## src/common/uai_pkg.sv

```systemverilog
// Summary of operation
// RULE_01: Seven-bit device address, cleared by hardware, software and bus reset.
// RULE_02: Only tokens whose address equals the stored address are carried out.
// RULE_03: CPU writes to the address take effect only in software control mode.
// RULE_04: Software control select bit: 0 normal, 1 software control; resets 0.
// RULE_05: Isochronous overrun or underrun sets bit 15 at token receive end.
// RULE_06: Isochronous OUT data not stored, buffer unread by CPU, is overrun.
// RULE_07: Isochronous IN data not sent, buffer unwritten by CPU, is underrun.
// RULE_08: CRC or bit stuffing error on isochronous receive also sets overrun.
// RULE_09: Isochronous OUT CRC or stuffing error sets bit 14 at transaction end.
// RULE_10: Setting overrun or receive error raises the buffer not ready interrupt.
// RULE_11: Both flags clear on a written 0, keep on a written 1; reset to 0.
// RULE_12: Eleven-bit read-only frame number, reset to zero.
// RULE_13: With timing bit 11 clear the frame number updates on each SOF.
// RULE_14: With timing bit set it updates at each isochronous transaction end.
// RULE_15: Reserved bits read zero and ignore writes.
package uai_pkg;
   // =====================================================
   // Register offsets
   localparam logic [7:0] OFS_CTRL     = 8'h00;
   localparam logic [7:0] OFS_ADDR     = 8'h08;
   localparam logic [7:0] OFS_ISO      = 8'h0a;
   localparam logic [7:0] OFS_INT_STAT = 8'h0c;
   localparam logic [7:0] OFS_INT_MASK = 8'h0e;
   // =====================================================
   // Field positions
   localparam int SCS_BIT   = 1;
   localparam int OVR_BIT   = 15;
   localparam int RXE_BIT   = 14;
   localparam int TIMING_BIT = 11;
   localparam int FRAME_MSB = 10;
   localparam int ADDR_MSB  = 6;
   localparam int INT_NRDY  = 0;
   localparam int INT_SOF   = 1;
   localparam int INT_W     = 2;
   // =====================================================
   // Reset values
   localparam logic [6:0]  ADDR_RST  = 7'h00;
   localparam logic [10:0] FRAME_RST = 11'h000;
   localparam logic [15:0] DATA_ZERO = 16'h0000;
   // =====================================================
   // Carriers
   typedef struct packed {
      logic [7:0]  addr;
      logic [15:0] wdata;
      logic        wr;
      logic        rd;
   } uai_bus_t;
   typedef struct packed {
      logic       valid;
      logic [6:0] addr;
      logic [3:0] endp;
   } uai_token_t;
   typedef struct packed {
      logic tok_end;
      logic trans_end;
      logic iso;
      logic dir_out;
      logic buf_nrdy;
      logic crc_err;
      logic stuff_err;
   } uai_iso_t;
   typedef struct packed {
      logic        valid;
      logic [10:0] frame;
   } uai_sof_t;
endpackage

```

## src/logic/uai_usb_address_iso_status.sv

```systemverilog
module uai_usb_address_iso_status (
   input  wire logic              clk_sys,
   input  wire logic              rst,
   input  wire logic              ce,
   input  wire logic              sw_reset,
   input  wire logic              bus_reset,
   input  wire uai_pkg::uai_bus_t bus,
   output logic [15:0]            rdata,
   input  wire logic              set_addr_valid,
   input  wire logic [6:0]        set_addr_value,
   input  wire uai_pkg::uai_token_t tok,
   input  wire uai_pkg::uai_iso_t   ev,
   input  wire uai_pkg::uai_sof_t   sof,
   output logic [6:0]             dev_addr,
   output logic                   token_hit,
   output logic [3:0]             token_endp,
   output logic                   nrdy_pulse,
   output logic                   irq
);
   // =====================================================
   // Helpers
   function automatic logic wr_at(input logic [7:0] ofs);
      wr_at = bus.wr && (bus.addr == ofs);
   endfunction

   function automatic logic rx_bad(input uai_pkg::uai_iso_t e);
      rx_bad = e.crc_err || e.stuff_err;
   endfunction

   logic                    scs;
   logic                    frame_capture_timing_select;
   logic                    ovr_flag;
   logic                    rxe_flag;
   logic [10:0]             frame_num;
   logic [10:0]             sof_last;
   logic [uai_pkg::INT_W-1:0] int_stat;
   logic [uai_pkg::INT_W-1:0] int_mask;
   logic                    soft_rst;
   logic                    overrun_out;
   logic                    underrun_in;
   logic                    rx_err_end;
   logic                    ovr_set;
   logic                    rxe_set;
   logic                    ovr_clr;
   logic                    rxe_clr;
   logic [uai_pkg::INT_W-1:0] int_set;
   logic [uai_pkg::INT_W-1:0] next_int_stat;
   logic                    next_ovr;
   logic                    next_rxe;

   // =====================================================
   // Event decode
   assign soft_rst    = rst || sw_reset;
   assign overrun_out = ev.tok_end && ev.iso && ev.dir_out && ev.buf_nrdy; // RULE_06
   assign underrun_in = ev.tok_end && ev.iso && !ev.dir_out && ev.buf_nrdy; // RULE_07
   assign rx_err_end  = ev.trans_end && ev.iso && ev.dir_out && rx_bad(ev);
   assign ovr_set     = overrun_out || underrun_in || rx_err_end; // RULE_05 RULE_08
   assign rxe_set     = rx_err_end; // RULE_09
   assign ovr_clr     = wr_at(uai_pkg::OFS_ISO) && !bus.wdata[uai_pkg::OVR_BIT]; // RULE_11
   assign rxe_clr     = wr_at(uai_pkg::OFS_ISO) && !bus.wdata[uai_pkg::RXE_BIT]; // RULE_11
   // Set beats a same-cycle clear
   assign next_ovr    = ovr_set || (ovr_flag && !ovr_clr);
   assign next_rxe    = rxe_set || (rxe_flag && !rxe_clr);

   // =====================================================
   // Software control select
   always_ff @(posedge clk_sys) begin
      if (soft_rst) begin
         scs <= 1'b0; // RULE_04
      end else if (ce && wr_at(uai_pkg::OFS_CTRL)) begin
         scs <= bus.wdata[uai_pkg::SCS_BIT]; // RULE_04
      end
   end

   // =====================================================
   // Device address: hardware load in normal mode, CPU in software mode
   always_ff @(posedge clk_sys) begin
      if (soft_rst || (ce && bus_reset)) begin
         dev_addr <= uai_pkg::ADDR_RST; // RULE_01
      end else if (ce) begin
         if (scs && wr_at(uai_pkg::OFS_ADDR)) begin
            dev_addr <= bus.wdata[uai_pkg::ADDR_MSB:0]; // RULE_03
         end else if (!scs && set_addr_valid) begin
            dev_addr <= set_addr_value; // RULE_01
         end
      end
   end

   // =====================================================
   // Token address filter
   always_ff @(posedge clk_sys) begin
      if (rst) begin
         token_hit  <= 1'b0;
         token_endp <= 4'h0;
      end else if (ce) begin
         token_hit  <= tok.valid && (tok.addr == dev_addr); // RULE_02
         token_endp <= tok.endp;
      end
   end

   // =====================================================
   // Isochronous error flags
   always_ff @(posedge clk_sys) begin
      if (soft_rst) begin
         ovr_flag <= 1'b0; // RULE_11
         rxe_flag <= 1'b0; // RULE_11
      end else if (ce) begin
         ovr_flag <= next_ovr; // RULE_05
         rxe_flag <= next_rxe; // RULE_09
      end
   end

   // =====================================================
   // Frame capture timing select
   always_ff @(posedge clk_sys) begin
      if (soft_rst) begin
         frame_capture_timing_select <= 1'b0;
      end else if (ce && wr_at(uai_pkg::OFS_ISO)) begin
         frame_capture_timing_select <= bus.wdata[uai_pkg::TIMING_BIT];
      end
   end

   // =====================================================
   // Frame number: SOF or isochronous transaction end
   always_ff @(posedge clk_sys) begin
      if (soft_rst) begin
         sof_last  <= uai_pkg::FRAME_RST;
         frame_num <= uai_pkg::FRAME_RST; // RULE_12
      end else if (ce) begin
         if (sof.valid) begin
            sof_last <= sof.frame;
         end
         if (!frame_capture_timing_select && sof.valid) begin
            frame_num <= sof.frame; // RULE_13
         end else if (frame_capture_timing_select && ev.trans_end && ev.iso) begin
            frame_num <= sof_last; // RULE_14
         end
      end
   end

   // =====================================================
   // Interrupt status, mask and output
   assign int_set[uai_pkg::INT_NRDY] = ovr_set || rxe_set; // RULE_10
   assign int_set[uai_pkg::INT_SOF]  = sof.valid;
   always_comb begin
      next_int_stat = int_stat | int_set;
      if (wr_at(uai_pkg::OFS_INT_STAT)) begin
         next_int_stat = int_set |
            (int_stat & ~bus.wdata[uai_pkg::INT_W-1:0]);
      end
   end

   always_ff @(posedge clk_sys) begin
      if (soft_rst) begin
         int_stat <= '0;
         int_mask <= '0;
      end else if (ce) begin
         int_stat <= next_int_stat;
         if (wr_at(uai_pkg::OFS_INT_MASK)) begin
            int_mask <= bus.wdata[uai_pkg::INT_W-1:0];
         end
      end
   end

   always_ff @(posedge clk_sys) begin
      if (soft_rst) begin
         irq        <= 1'b0;
         nrdy_pulse <= 1'b0;
      end else if (ce) begin
         irq        <= |(int_stat & int_mask);
         nrdy_pulse <= ovr_set || rxe_set; // RULE_10
      end
   end

   // =====================================================
   // Read data, valid only in the cycle after the strobe
   always_ff @(posedge clk_sys) begin
      if (rst) begin
         rdata <= uai_pkg::DATA_ZERO;
      end else if (ce) begin
         rdata <= uai_pkg::DATA_ZERO;
         if (bus.rd) begin
            unique case (bus.addr)
               uai_pkg::OFS_CTRL: begin
                  rdata[uai_pkg::SCS_BIT] <= scs;
               end
               uai_pkg::OFS_ADDR: begin
                  rdata[uai_pkg::ADDR_MSB:0] <= dev_addr; // RULE_15
               end
               uai_pkg::OFS_ISO: begin
                  rdata[uai_pkg::OVR_BIT]        <= ovr_flag;
                  rdata[uai_pkg::RXE_BIT]        <= rxe_flag;
                  rdata[uai_pkg::TIMING_BIT]     <= frame_capture_timing_select;
                  rdata[uai_pkg::FRAME_MSB:0]    <= frame_num; // RULE_15
               end
               uai_pkg::OFS_INT_STAT: begin
                  rdata[uai_pkg::INT_W-1:0] <= int_stat;
               end
               uai_pkg::OFS_INT_MASK: begin
                  rdata[uai_pkg::INT_W-1:0] <= int_mask;
               end
               default: begin
                  rdata <= uai_pkg::DATA_ZERO;
               end
            endcase
         end
      end
   end

   // =====================================================
   // Checks
   addr_reset_a: assert property (@(posedge clk_sys) disable iff (rst) // RULE_01
      (ce && bus_reset) |=> (dev_addr == uai_pkg::ADDR_RST))
      else $error("address not cleared by bus reset");

   token_match_a: assert property (@(posedge clk_sys) disable iff (rst) // RULE_02
      (ce && tok.valid && (tok.addr != dev_addr)) |=> !token_hit)
      else $error("token for other address accepted");

   addr_lock_a: assert property (@(posedge clk_sys) disable iff (rst) // RULE_03
      (ce && !scs && !set_addr_valid && !bus_reset && !sw_reset)
      |=> $stable(dev_addr))
      else $error("address changed outside software mode");

   scs_reset_a: assert property (@(posedge clk_sys) // RULE_04
      sw_reset |=> !scs)
      else $error("software select not cleared");

   ovr_set_a: assert property (@(posedge clk_sys) disable iff (rst || sw_reset) // RULE_05
      (ce && ev.tok_end && ev.iso && ev.buf_nrdy) |=> ovr_flag)
      else $error("overrun not flagged");

   out_ovr_a: assert property (@(posedge clk_sys) disable iff (rst || sw_reset) // RULE_06
      (ce && overrun_out) |=> ovr_flag)
      else $error("out overrun not flagged");

   in_under_a: assert property (@(posedge clk_sys) disable iff (rst || sw_reset) // RULE_07
      (ce && underrun_in) |=> ovr_flag)
      else $error("in underrun not flagged");

   stuff_ovr_a: assert property (@(posedge clk_sys) disable iff (rst || sw_reset) // RULE_08
      (ce && ev.trans_end && ev.iso && ev.dir_out && ev.stuff_err) |=> ovr_flag)
      else $error("stuffing error not flagged as overrun");

   crc_ovr_a: assert property (@(posedge clk_sys) disable iff (rst || sw_reset) // RULE_09
      (ce && rx_err_end) |=> (ovr_flag && rxe_flag))
      else $error("receive error flags missing");

   nrdy_int_a: assert property (@(posedge clk_sys) disable iff (rst || sw_reset) // RULE_10
      (ce && (ovr_set || rxe_set)) |=> (nrdy_pulse && int_stat[uai_pkg::INT_NRDY]))
      else $error("not ready interrupt missing");

   flag_keep_a: assert property (@(posedge clk_sys) disable iff (rst || sw_reset) // RULE_11
      (ce && ovr_flag && !ovr_set && wr_at(uai_pkg::OFS_ISO)
       && bus.wdata[uai_pkg::OVR_BIT]) |=> ovr_flag)
      else $error("overrun lost on written one");

   flag_clear_a: assert property (@(posedge clk_sys) disable iff (rst || sw_reset) // RULE_11
      (ce && !ovr_set && ovr_clr) |=> !ovr_flag)
      else $error("overrun not cleared by zero");

   rxe_clear_a: assert property (@(posedge clk_sys) disable iff (rst || sw_reset) // RULE_11
      (ce && !rxe_set && rxe_clr) |=> !rxe_flag)
      else $error("receive error not cleared by zero");

   frame_rst_a: assert property (@(posedge clk_sys) // RULE_12
      sw_reset |=> (frame_num == uai_pkg::FRAME_RST))
      else $error("frame number not cleared");

   sof_frame_a: assert property (@(posedge clk_sys) disable iff (rst || sw_reset) // RULE_13
      (ce && !frame_capture_timing_select && sof.valid) |=> (frame_num == $past(sof.frame)))
      else $error("frame not taken on sof");

   iso_frame_a: assert property (@(posedge clk_sys) disable iff (rst || sw_reset) // RULE_14
      (ce && frame_capture_timing_select && sof.valid && !ev.trans_end) |=> $stable(frame_num))
      else $error("frame moved on sof in transaction mode");

   iso_update_a: assert property (@(posedge clk_sys) disable iff (rst || sw_reset) // RULE_14
      (ce && frame_capture_timing_select && ev.trans_end && ev.iso)
      |=> (frame_num == $past(sof_last)))
      else $error("frame not taken at transaction end");

   rsvd_zero_a: assert property (@(posedge clk_sys) disable iff (rst) // RULE_15
      (ce && bus.rd && (bus.addr == uai_pkg::OFS_ADDR)) |=> (rdata[15:7] == 9'h000))
      else $error("reserved address bits nonzero");

   rsvd_iso_a: assert property (@(posedge clk_sys) disable iff (rst) // RULE_15
      (ce && bus.rd && (bus.addr == uai_pkg::OFS_ISO)) |=> (rdata[13:12] == 2'b00))
      else $error("reserved status bits nonzero");

   read_once_a: assert property (@(posedge clk_sys) disable iff (rst)
      (ce && !bus.rd) |=> (rdata == uai_pkg::DATA_ZERO))
      else $error("read data outside read cycle");

   // =====================================================
   // Covers
   underrun_c: cover property (@(posedge clk_sys) disable iff (rst) underrun_in);
   frame_iso_c: cover property (@(posedge clk_sys) disable iff (rst)
      frame_capture_timing_select && ev.trans_end && ev.iso);
   crc_c: cover property (@(posedge clk_sys) disable iff (rst) rx_err_end);
   set_clr_c: cover property (@(posedge clk_sys) disable iff (rst) ovr_set && ovr_clr);
   sw_addr_c: cover property (@(posedge clk_sys) disable iff (rst)
      scs && wr_at(uai_pkg::OFS_ADDR));
endmodule // uai_usb_address_iso_status

```

## config.mk

```make
export PLATFORM = sky130hd
export DESIGN_NAME = uai_usb_address_iso_status
export DESIGN_NICKNAME = d
export VERILOG_FILES = /design/src/common/uai_pkg.sv /design/src/logic/uai_usb_address_iso_status.sv
export SDC_FILE = /design/constraint.sdc
export NUM_CORES = 1
export LEC_CHECK = 0
export CAP_MARGIN = 30
export CORE_ASPECT_RATIO = 1.75
export CORE_MARGIN = 8
export CORE_UTILIZATION = 40
export CTS_CLUSTER_DIAMETER = 50
export CTS_CLUSTER_SIZE = 28
export DETAILED_ROUTE_END_ITERATION = 7
export DONT_BUFFER_PORTS = 1
export PLACE_DENSITY = 0.58
export SLEW_MARGIN = 20
export SYNTH_ARGS = -nofsm -noshare
export SYNTH_HDL_FRONTEND = slang
export SYNTH_SLANG_ARGS = --single-unit
```

## constraint.sdc

```tcl
create_clock -name clk_sys -period 1.5 [get_ports clk_sys]
set_input_delay 0.15 -clock clk_sys [delete_from_list [all_inputs] [get_ports clk_sys]]
set_output_delay 0.15 -clock clk_sys [all_outputs]
set_load 0.02 [all_outputs]
```

==> results of run 1 <==
## cell families after synthesis
group	synth area share (%)
mux	10.2
simple gates	20.4
other cells	0.146
buf+inv	3.55
flops	45.1
xor+xnor	2.38
compound gates	18.2
## worst paths after layout
path / end / start / depth (start not counted) / slack (ps)
max: dev_addr[5] / scs / 3 / 100
min: rdata[2] / bus[19] / 2 / 20
max reg2reg: dev_addr[5] / scs / 3 / 100
min reg2reg: sof_last[8] / sof_last[8] / 2 / 450
## sequential cells by signal, summed over array words and instances, names as in the netlist
register                     flops
rdata                           14
frame_num                       11
sof_last                        11
dev_addr                         7
token_endp                       4
int_mask                         2
int_stat                         2
frame_capture_timing_select      1
irq                              1
nrdy_pulse                       1
ovr_flag                         1
rxe_flag                         1
scs                              1
token_hit                        1
## cell usage in the layout, fill, tap and decap left out, types with 3 or more instances in the layout
cell                            Yosys  layout
sky130_fd_sc_hd__o21a_1             7       7
sky130_fd_sc_hd__a211oi_1          12      12
sky130_fd_sc_hd__nand2b_1           3       3
sky130_fd_sc_hd__o21ai_1            5       5
sky130_fd_sc_hd__xnor2_1            5       5
sky130_fd_sc_hd__dfxtp_1           58      58
sky130_fd_sc_hd__a21oi_1           26      26
sky130_fd_sc_hd__clkbuf_8           0      12
sky130_fd_sc_hd__nand2_1           31      31
sky130_fd_sc_hd__nand3b_1           4       4
sky130_fd_sc_hd__and3_1             3       3
sky130_fd_sc_hd__o221a_1            5       5
sky130_fd_sc_hd__mux2i_1           24      24
sky130_fd_sc_hd__nor2b_1            8       8
sky130_fd_sc_hd__nor2_1            29      29
sky130_fd_sc_hd__nand4_1            5       5
sky130_fd_sc_hd__buf_4              2      20
sky130_fd_sc_hd__dlygate4sd3_1      0      29
sky130_fd_sc_hd__or2_2              3       3
sky130_fd_sc_hd__nand3_1            4       4
## metal layers
layer / wire (um) / vias to the layer above / GRT usage, % / share of wire [%]
li1: - / 1095 / - / -
met1: 2730 / 1047 / 15.1 / 36
met2: 4240 / 68 / 29.8 / 56
met3: 461 / 11 / 6.49 / 6.1
met4: 146 / 0 / 6.42 / 1.9
met5: 0 / - / 0 / 0
## critical path, cell delays in order, from the launching register on
cell and delay, ps:
sky130_fd_sc_hd__dfxtp_1 400, sky130_fd_sc_hd__nand3b_1 140, sky130_fd_sc_hd__or3_1 470, sky130_fd_sc_hd__o221a_1 290
## stage by stage
stage	TNS, ps	area (um2)	util (%)
after floorplan	-63.0	2580	-
after global placement	-131	2750	44.1
after detailed placement	-270	2750	44.1
after CTS	0	3220	51.7
after global routing	0	3220	51.7
final	0	3220	51.7
## report_power, final
group | switching (uW) | internal, uW | total [uW]
Combinational | 144 | 150 | 294
Sequential | 30.0 | 1570 | 1600
Clock | 597 | 731 | 1330
Total | 771 | 2450 | 3220
## area by class of cell
class / count / area, um2
clock buffer: 14 / 173
clock inverter: 2 / 10.0
multi-input combinational: 204 / 1330
sequential: 58 / 1160
fill: 604 / 3010
tap: 80 / 100
timing repair buffer: 49 / 440
inverter: 2 / 7.51
## repair_timing
action / 4_1_cts / 5_1_grt
gates resized for setup: 0 / 0
hold buffers: 29 / 0
hold endpoints to repair: 41 / 0
==> parameters.txt, run 1 <==
Parameter                              Value

Outcome
  Status    finished, final reports clean

Clock tree
  Num CTS Buffers    9
  CTS HTree Levels    3
  Clock tree buffer depth    2
  Cell at the root of the clock tree    sky130_fd_sc_hd__clkbuf_8
  Sink count of the clock tree    58
  Clk slew on worst S/H paths    70 ps
  Clock tree from TritonCTS    built
  Setup bufs post-CTS    0
  Clock insertion delay at the later pin of the skew report    330 ps

STA
  Setup repair after global routing missed its margin    false
  Worst-case hold slack    20.3 ps
  Max_slew headroom    62.1%
  Actual transition at the worst max-transition pin    566 ps
  Final Hold Vio Count    0
  Max-slew violation count    0
  Final WS setup    101 ps
  Final clock skew    4.17 ps
  Final count of negative-setup-slack endpoints    0
  Min cycle time layout    1400 ps
  Share of the clock period used by the worst path after layout    93.3%
  Highest clock frequency the design can meet    715 MHz

Placement
  Placed cells    364
  Port-buffer cells    0
  Weighted congestion reported at the end of routability-driven placement    0.824
  Setup slack at placement    -35.4 ps
  Post-detailed-placement half-perimeter wirelength    5460 um

Floorplanning
  Die Width    76.7 um
  Number of rows in the core area    38
  Die outline height    122 um
  Num ports    100
  Standard cell core area    6230 um2
  Starting Density    41.3%
  Area of the die    9360 um2

Yosys
  Most common cell in the synthesized netlist    sky130_fd_sc_hd__dfxtp_1
  Cells after Synth    282
  Dominant register cell in the synthesized netlist    sky130_fd_sc_hd__dfxtp_1
  Post-synthesis instance area    2570 um2
  Number of flip-flops and latches in the synthesized netlist    58
  Top cells by area, synth    sky130_fd_sc_hd__dfxtp_1 (45%), sky130_fd_sc_hd__mux2i_1 (9.3%), sky130_fd_sc_hd__a21oi_1 (5.1%), sky130_fd_sc_hd__nand2_1 (4.5%), sky130_fd_sc_hd__nor2_1 (4.2%)
  Fraction of post-synthesis cell area in the top cell type by area    45.1%
  Number of flops mapped to enable cells by yosys    0
  Cell types with the highest counts after synthesis    sky130_fd_sc_hd__dfxtp_1 (58), sky130_fd_sc_hd__nand2_1 (31), sky130_fd_sc_hd__nor2_1 (29)
  Synth Warn #    0
  Average instance area after synthesis    9.13 um2
  Cell accounting for the most synthesized area    sky130_fd_sc_hd__dfxtp_1
  Sequential-to-total area share from yosys stat    45.1%
  Count of unique library cells instantiated by Yosys    46
  Fraction of registers with async set/reset    0%

Critical path
  Worst path arrival time    1630 ps
  Largest fanout of any net on the critical path    7
  Worst Setup Start Kind    register
  Required time of the critical path    1730 ps
  Critical path type    register to register
  Endpoint kind of the worst setup timing path    register

Global routing
  All-layer global routing usage    16.0%
  Remaining global-route overflow    0
  Maximum number of pins on one net before global-route repair    30
  Global-route wire length before repair    11600 um
  Initial antenna violation count    0
  Vias in the first global route    2202

Layout
  Fraction of layout instances using a drive strength above 1    13.1%
  Number of standard cells in the layout, taps in and fillers out    409
  Nets    394
  Diodes inserted    0
  Area Overhead vs Synth    25.0%

Pwr
  Power per cell area    1000 nW/um2
  Worst VDD drop    604 uV
  Pleak    0.00122 uW
  Overall power consumption    3220 uW

Drt
  Remaining antenna violation count after routing    0
  Detailed-route vias per instance    5.43
  Vias after detailed routing    2221
  Number of detailed-routing iterations run before antenna repair    5
  Initial drt markers    113
  Detailed-route DRC error count    0
  Total wire length after detailed routing    7580 um
  Detailed-route wire length per cell    18.5 um

Min path
  Type of the most critical hold path    input pin to register

Run
  Number of max-cap violations    0
(Power assumes the default switching activity.)
==> run 2: changes to the inputs <==
Settings changed: HOLD_SLACK_MARGIN set to 0.12.
==> run 2 against run 1 <==
  * Utilization rose by 3.8 points
  * Global-route usage is 0.97 points higher
  * Worst hold slack better by 120 ps
  * Final cell count rose by 5.6%
  * Via count increased by 3.8%
  * Clock power barely moved
  * Routed wire length increased by 5.3%
  * First-iteration DRC count is 20% higher
  * Maximum frequency is 1.7% lower
  * Register-to-register slack worse by 20 ps
==> parameters.txt, run 2 (synthesized netlist as in run 1, its figures left out) <==
Parameter                              Value

STA
  Max_slew headroom    58.3%
  Share of the clock period used by the worst path after layout    94.9%
  Min cycle time layout    1420 ps
  Setup repair after global routing missed its margin    false
  Final Hold Vio Count    0
  Highest clock frequency the design can meet    702 MHz
  Actual transition at the worst max-transition pin    625 ps
  Max-slew violation count    0
  Final count of negative-setup-slack endpoints    0
  Final WS setup    76.5 ps
  Final clock skew    5.77 ps

Critical path
  Largest fanout of any net on the critical path    2
  Count of buffer and inverter cells on the critical path    1
  Worst R2R Path Depth    4
  Stage delay of the slowest cell on the critical path    560 ps
  Critical path type    register to register
  Endpoint kind of the worst setup timing path    register
  Slack of the worst reg-to-reg path    80 ps
  Total number of cells along the worst setup path    4
  Top cell family by delay on the critical path    buffers and inverters
  Worst Setup Start Kind    register
  Crit-path cells    nor2b_1, dlygate4sd3_1, a21oi_1, nor2_1
  Required time of the critical path    1690 ps
  Standard cell with the maximum stage delay on the critical path    sky130_fd_sc_hd__dlygate4sd3_1
  Worst path arrival time    1620 ps

Pwr
  Switching part of the total    24.3%
  Relative contribution of combinational cells to total power    10.4%
  Share of power burned in the clock network    40.7%
  Power per cell area    949 nW/um2
  Worst VDD drop    602 uV
  Internal Pwr Total    2480 uW
  Seq pwr share    48.9%
  Power dissipated by switching net loads    795 uW
  Pleak    0.00136 uW

Placement
  Post-detailed-placement half-perimeter wirelength    5460 um
  Weighted congestion reported at the end of routability-driven placement    0.824
  Setup slack at placement    -35.4 ps
  Port-buffer cells    0
  Placed cells    364

Floorplanning
  Area of the die    9360 um2
  Num ports    100
  Die outline height    122 um
  Standard cell core area    6230 um2
  Starting Density    41.3%
  Number of rows in the core area    38
  Die Width    76.7 um

Drt
  Number of detailed-routing iterations run before antenna repair    4
  Detailed-route wire length per cell    18.5 um
  Detailed-route DRC error count    0
  Vias after detailed routing    2306
  Initial drt markers    136
  Detailed-route vias per instance    5.34
  Total wire length after detailed routing    7980 um
  Remaining antenna violation count after routing    0

Clock tree
  Cell at the root of the clock tree    sky130_fd_sc_hd__clkbuf_8
  Clock insertion delay at the later pin of the skew report    330 ps
  Clock tree from TritonCTS    built
  Clk slew on worst S/H paths    70 ps
  Num CTS Buffers    9
  Sink count of the clock tree    58
  Clock tree buffer depth    2
  CTS HTree Levels    3

Layout
  Diodes inserted    0
  Filler Cells Inserted    583
  Highest-count cells in the layout ignoring fill and taps    sky130_fd_sc_hd__dfxtp_1 (57), sky130_fd_sc_hd__dlygate4sd3_1 (50), sky130_fd_sc_hd__nand2_1 (31)
  Most flop-heavy register    rdata
  Most common cell after layout, fill and taps aside    sky130_fd_sc_hd__dfxtp_1
  Largest registers in the final layout    rdata x14, frame_num x11, sof_last x11
  Area Overhead vs Synth    34.2%
  Fraction of layout instances using a drive strength above 1    12.5%
  Max FFs per register    14
  Nets    417
  Number of standard cells in the layout, taps in and fillers out    432

Global routing
  Remaining global-route overflow    0
  Vias in the first global route    2410
  Initial antenna violation count    0
  Global-route wire length before repair    12500 um
  All-layer global routing usage    16.9%
  Maximum number of pins on one net before global-route repair    30

Min path
  Hold Path Stages    2
  Type of the most critical hold path    input pin to register

Outcome
  Status    finished, final reports clean

Run
  Number of max-cap violations    0
-- run 2: area by class of cell --
class	count	area (um2)	area share [%]
multi-input cells	204	1330	38.4
flip-flops and latches	58	1160	33.6
repair buffers	72	676	19.6
clock inverters	2	10.0	0.290
clock buffers	14	173	5.00
well taps	80	100	2.90
inverters	2	7.51	0.217
-- run 2: routing by layer --
layer / wire (um) / share of wire [%] / global-route usage, %
met5: 0 / 0 / 0
met1: 2950 / 37 / 16.0
met4: 139 / 1.7 / 6.54
met3: 350 / 4.4 / 5.90
met2: 4540 / 57 / 32.5
-- run 2: metrics by stage --
step | total power, uW | setup TNS [ps] | hold slack (ps) | cell area (um2) | util, %
after CTS | 3330 | 0 | 121 | 3450 | 55.4
after global routing | 3420 | 0 | 146 | 3450 | 55.5
after detailed placement | 1850 | -270 | 224 | 2750 | 44.1
final | 3280 | 0 | 144 | 3450 | 55.5
after global placement | 1850 | -131 | 222 | 2750 | 44.1
after floorplan | 1820 | -63.0 | 286 | 2580 | -
-- run 2: final timing paths --
check	startpoint	end
min	bus[20]	rdata[3]
min reg2reg	sof_last[8]	sof_last[8]
max reg2reg	rdata[8]	rdata[8]
max	rdata[8]	rdata[8]
-- run 2: worst reg2reg max path: stages (launching register included) --
cell	delay [ps]
sky130_fd_sc_hd__dfxtp_1	380
sky130_fd_sc_hd__nor2b_1	160
sky130_fd_sc_hd__dlygate4sd3_1	560
sky130_fd_sc_hd__a21oi_1	120
sky130_fd_sc_hd__nor2_1	60
-- run 2: power groups by stage --
stage	combinational, uW	sequential [uW]	clock, uW
floorplan	182	1640	0
global placement	214	1640	0
detailed placement	216	1640	0
CTS	338	1600	1390
global route	370	1600	1450
finish	342	1600	1330
-- run 2: repair_timing --
| action | CTS | global route |
|---|---|---|
| resized for setup | 0 | 3 |
| endpoints found under the setup margin | 0 | 3 |
| setup buffers | 0 | 0 |
| endpoints found under the hold margin | 58 | 0 |
| hold buffers | 52 | 0 |
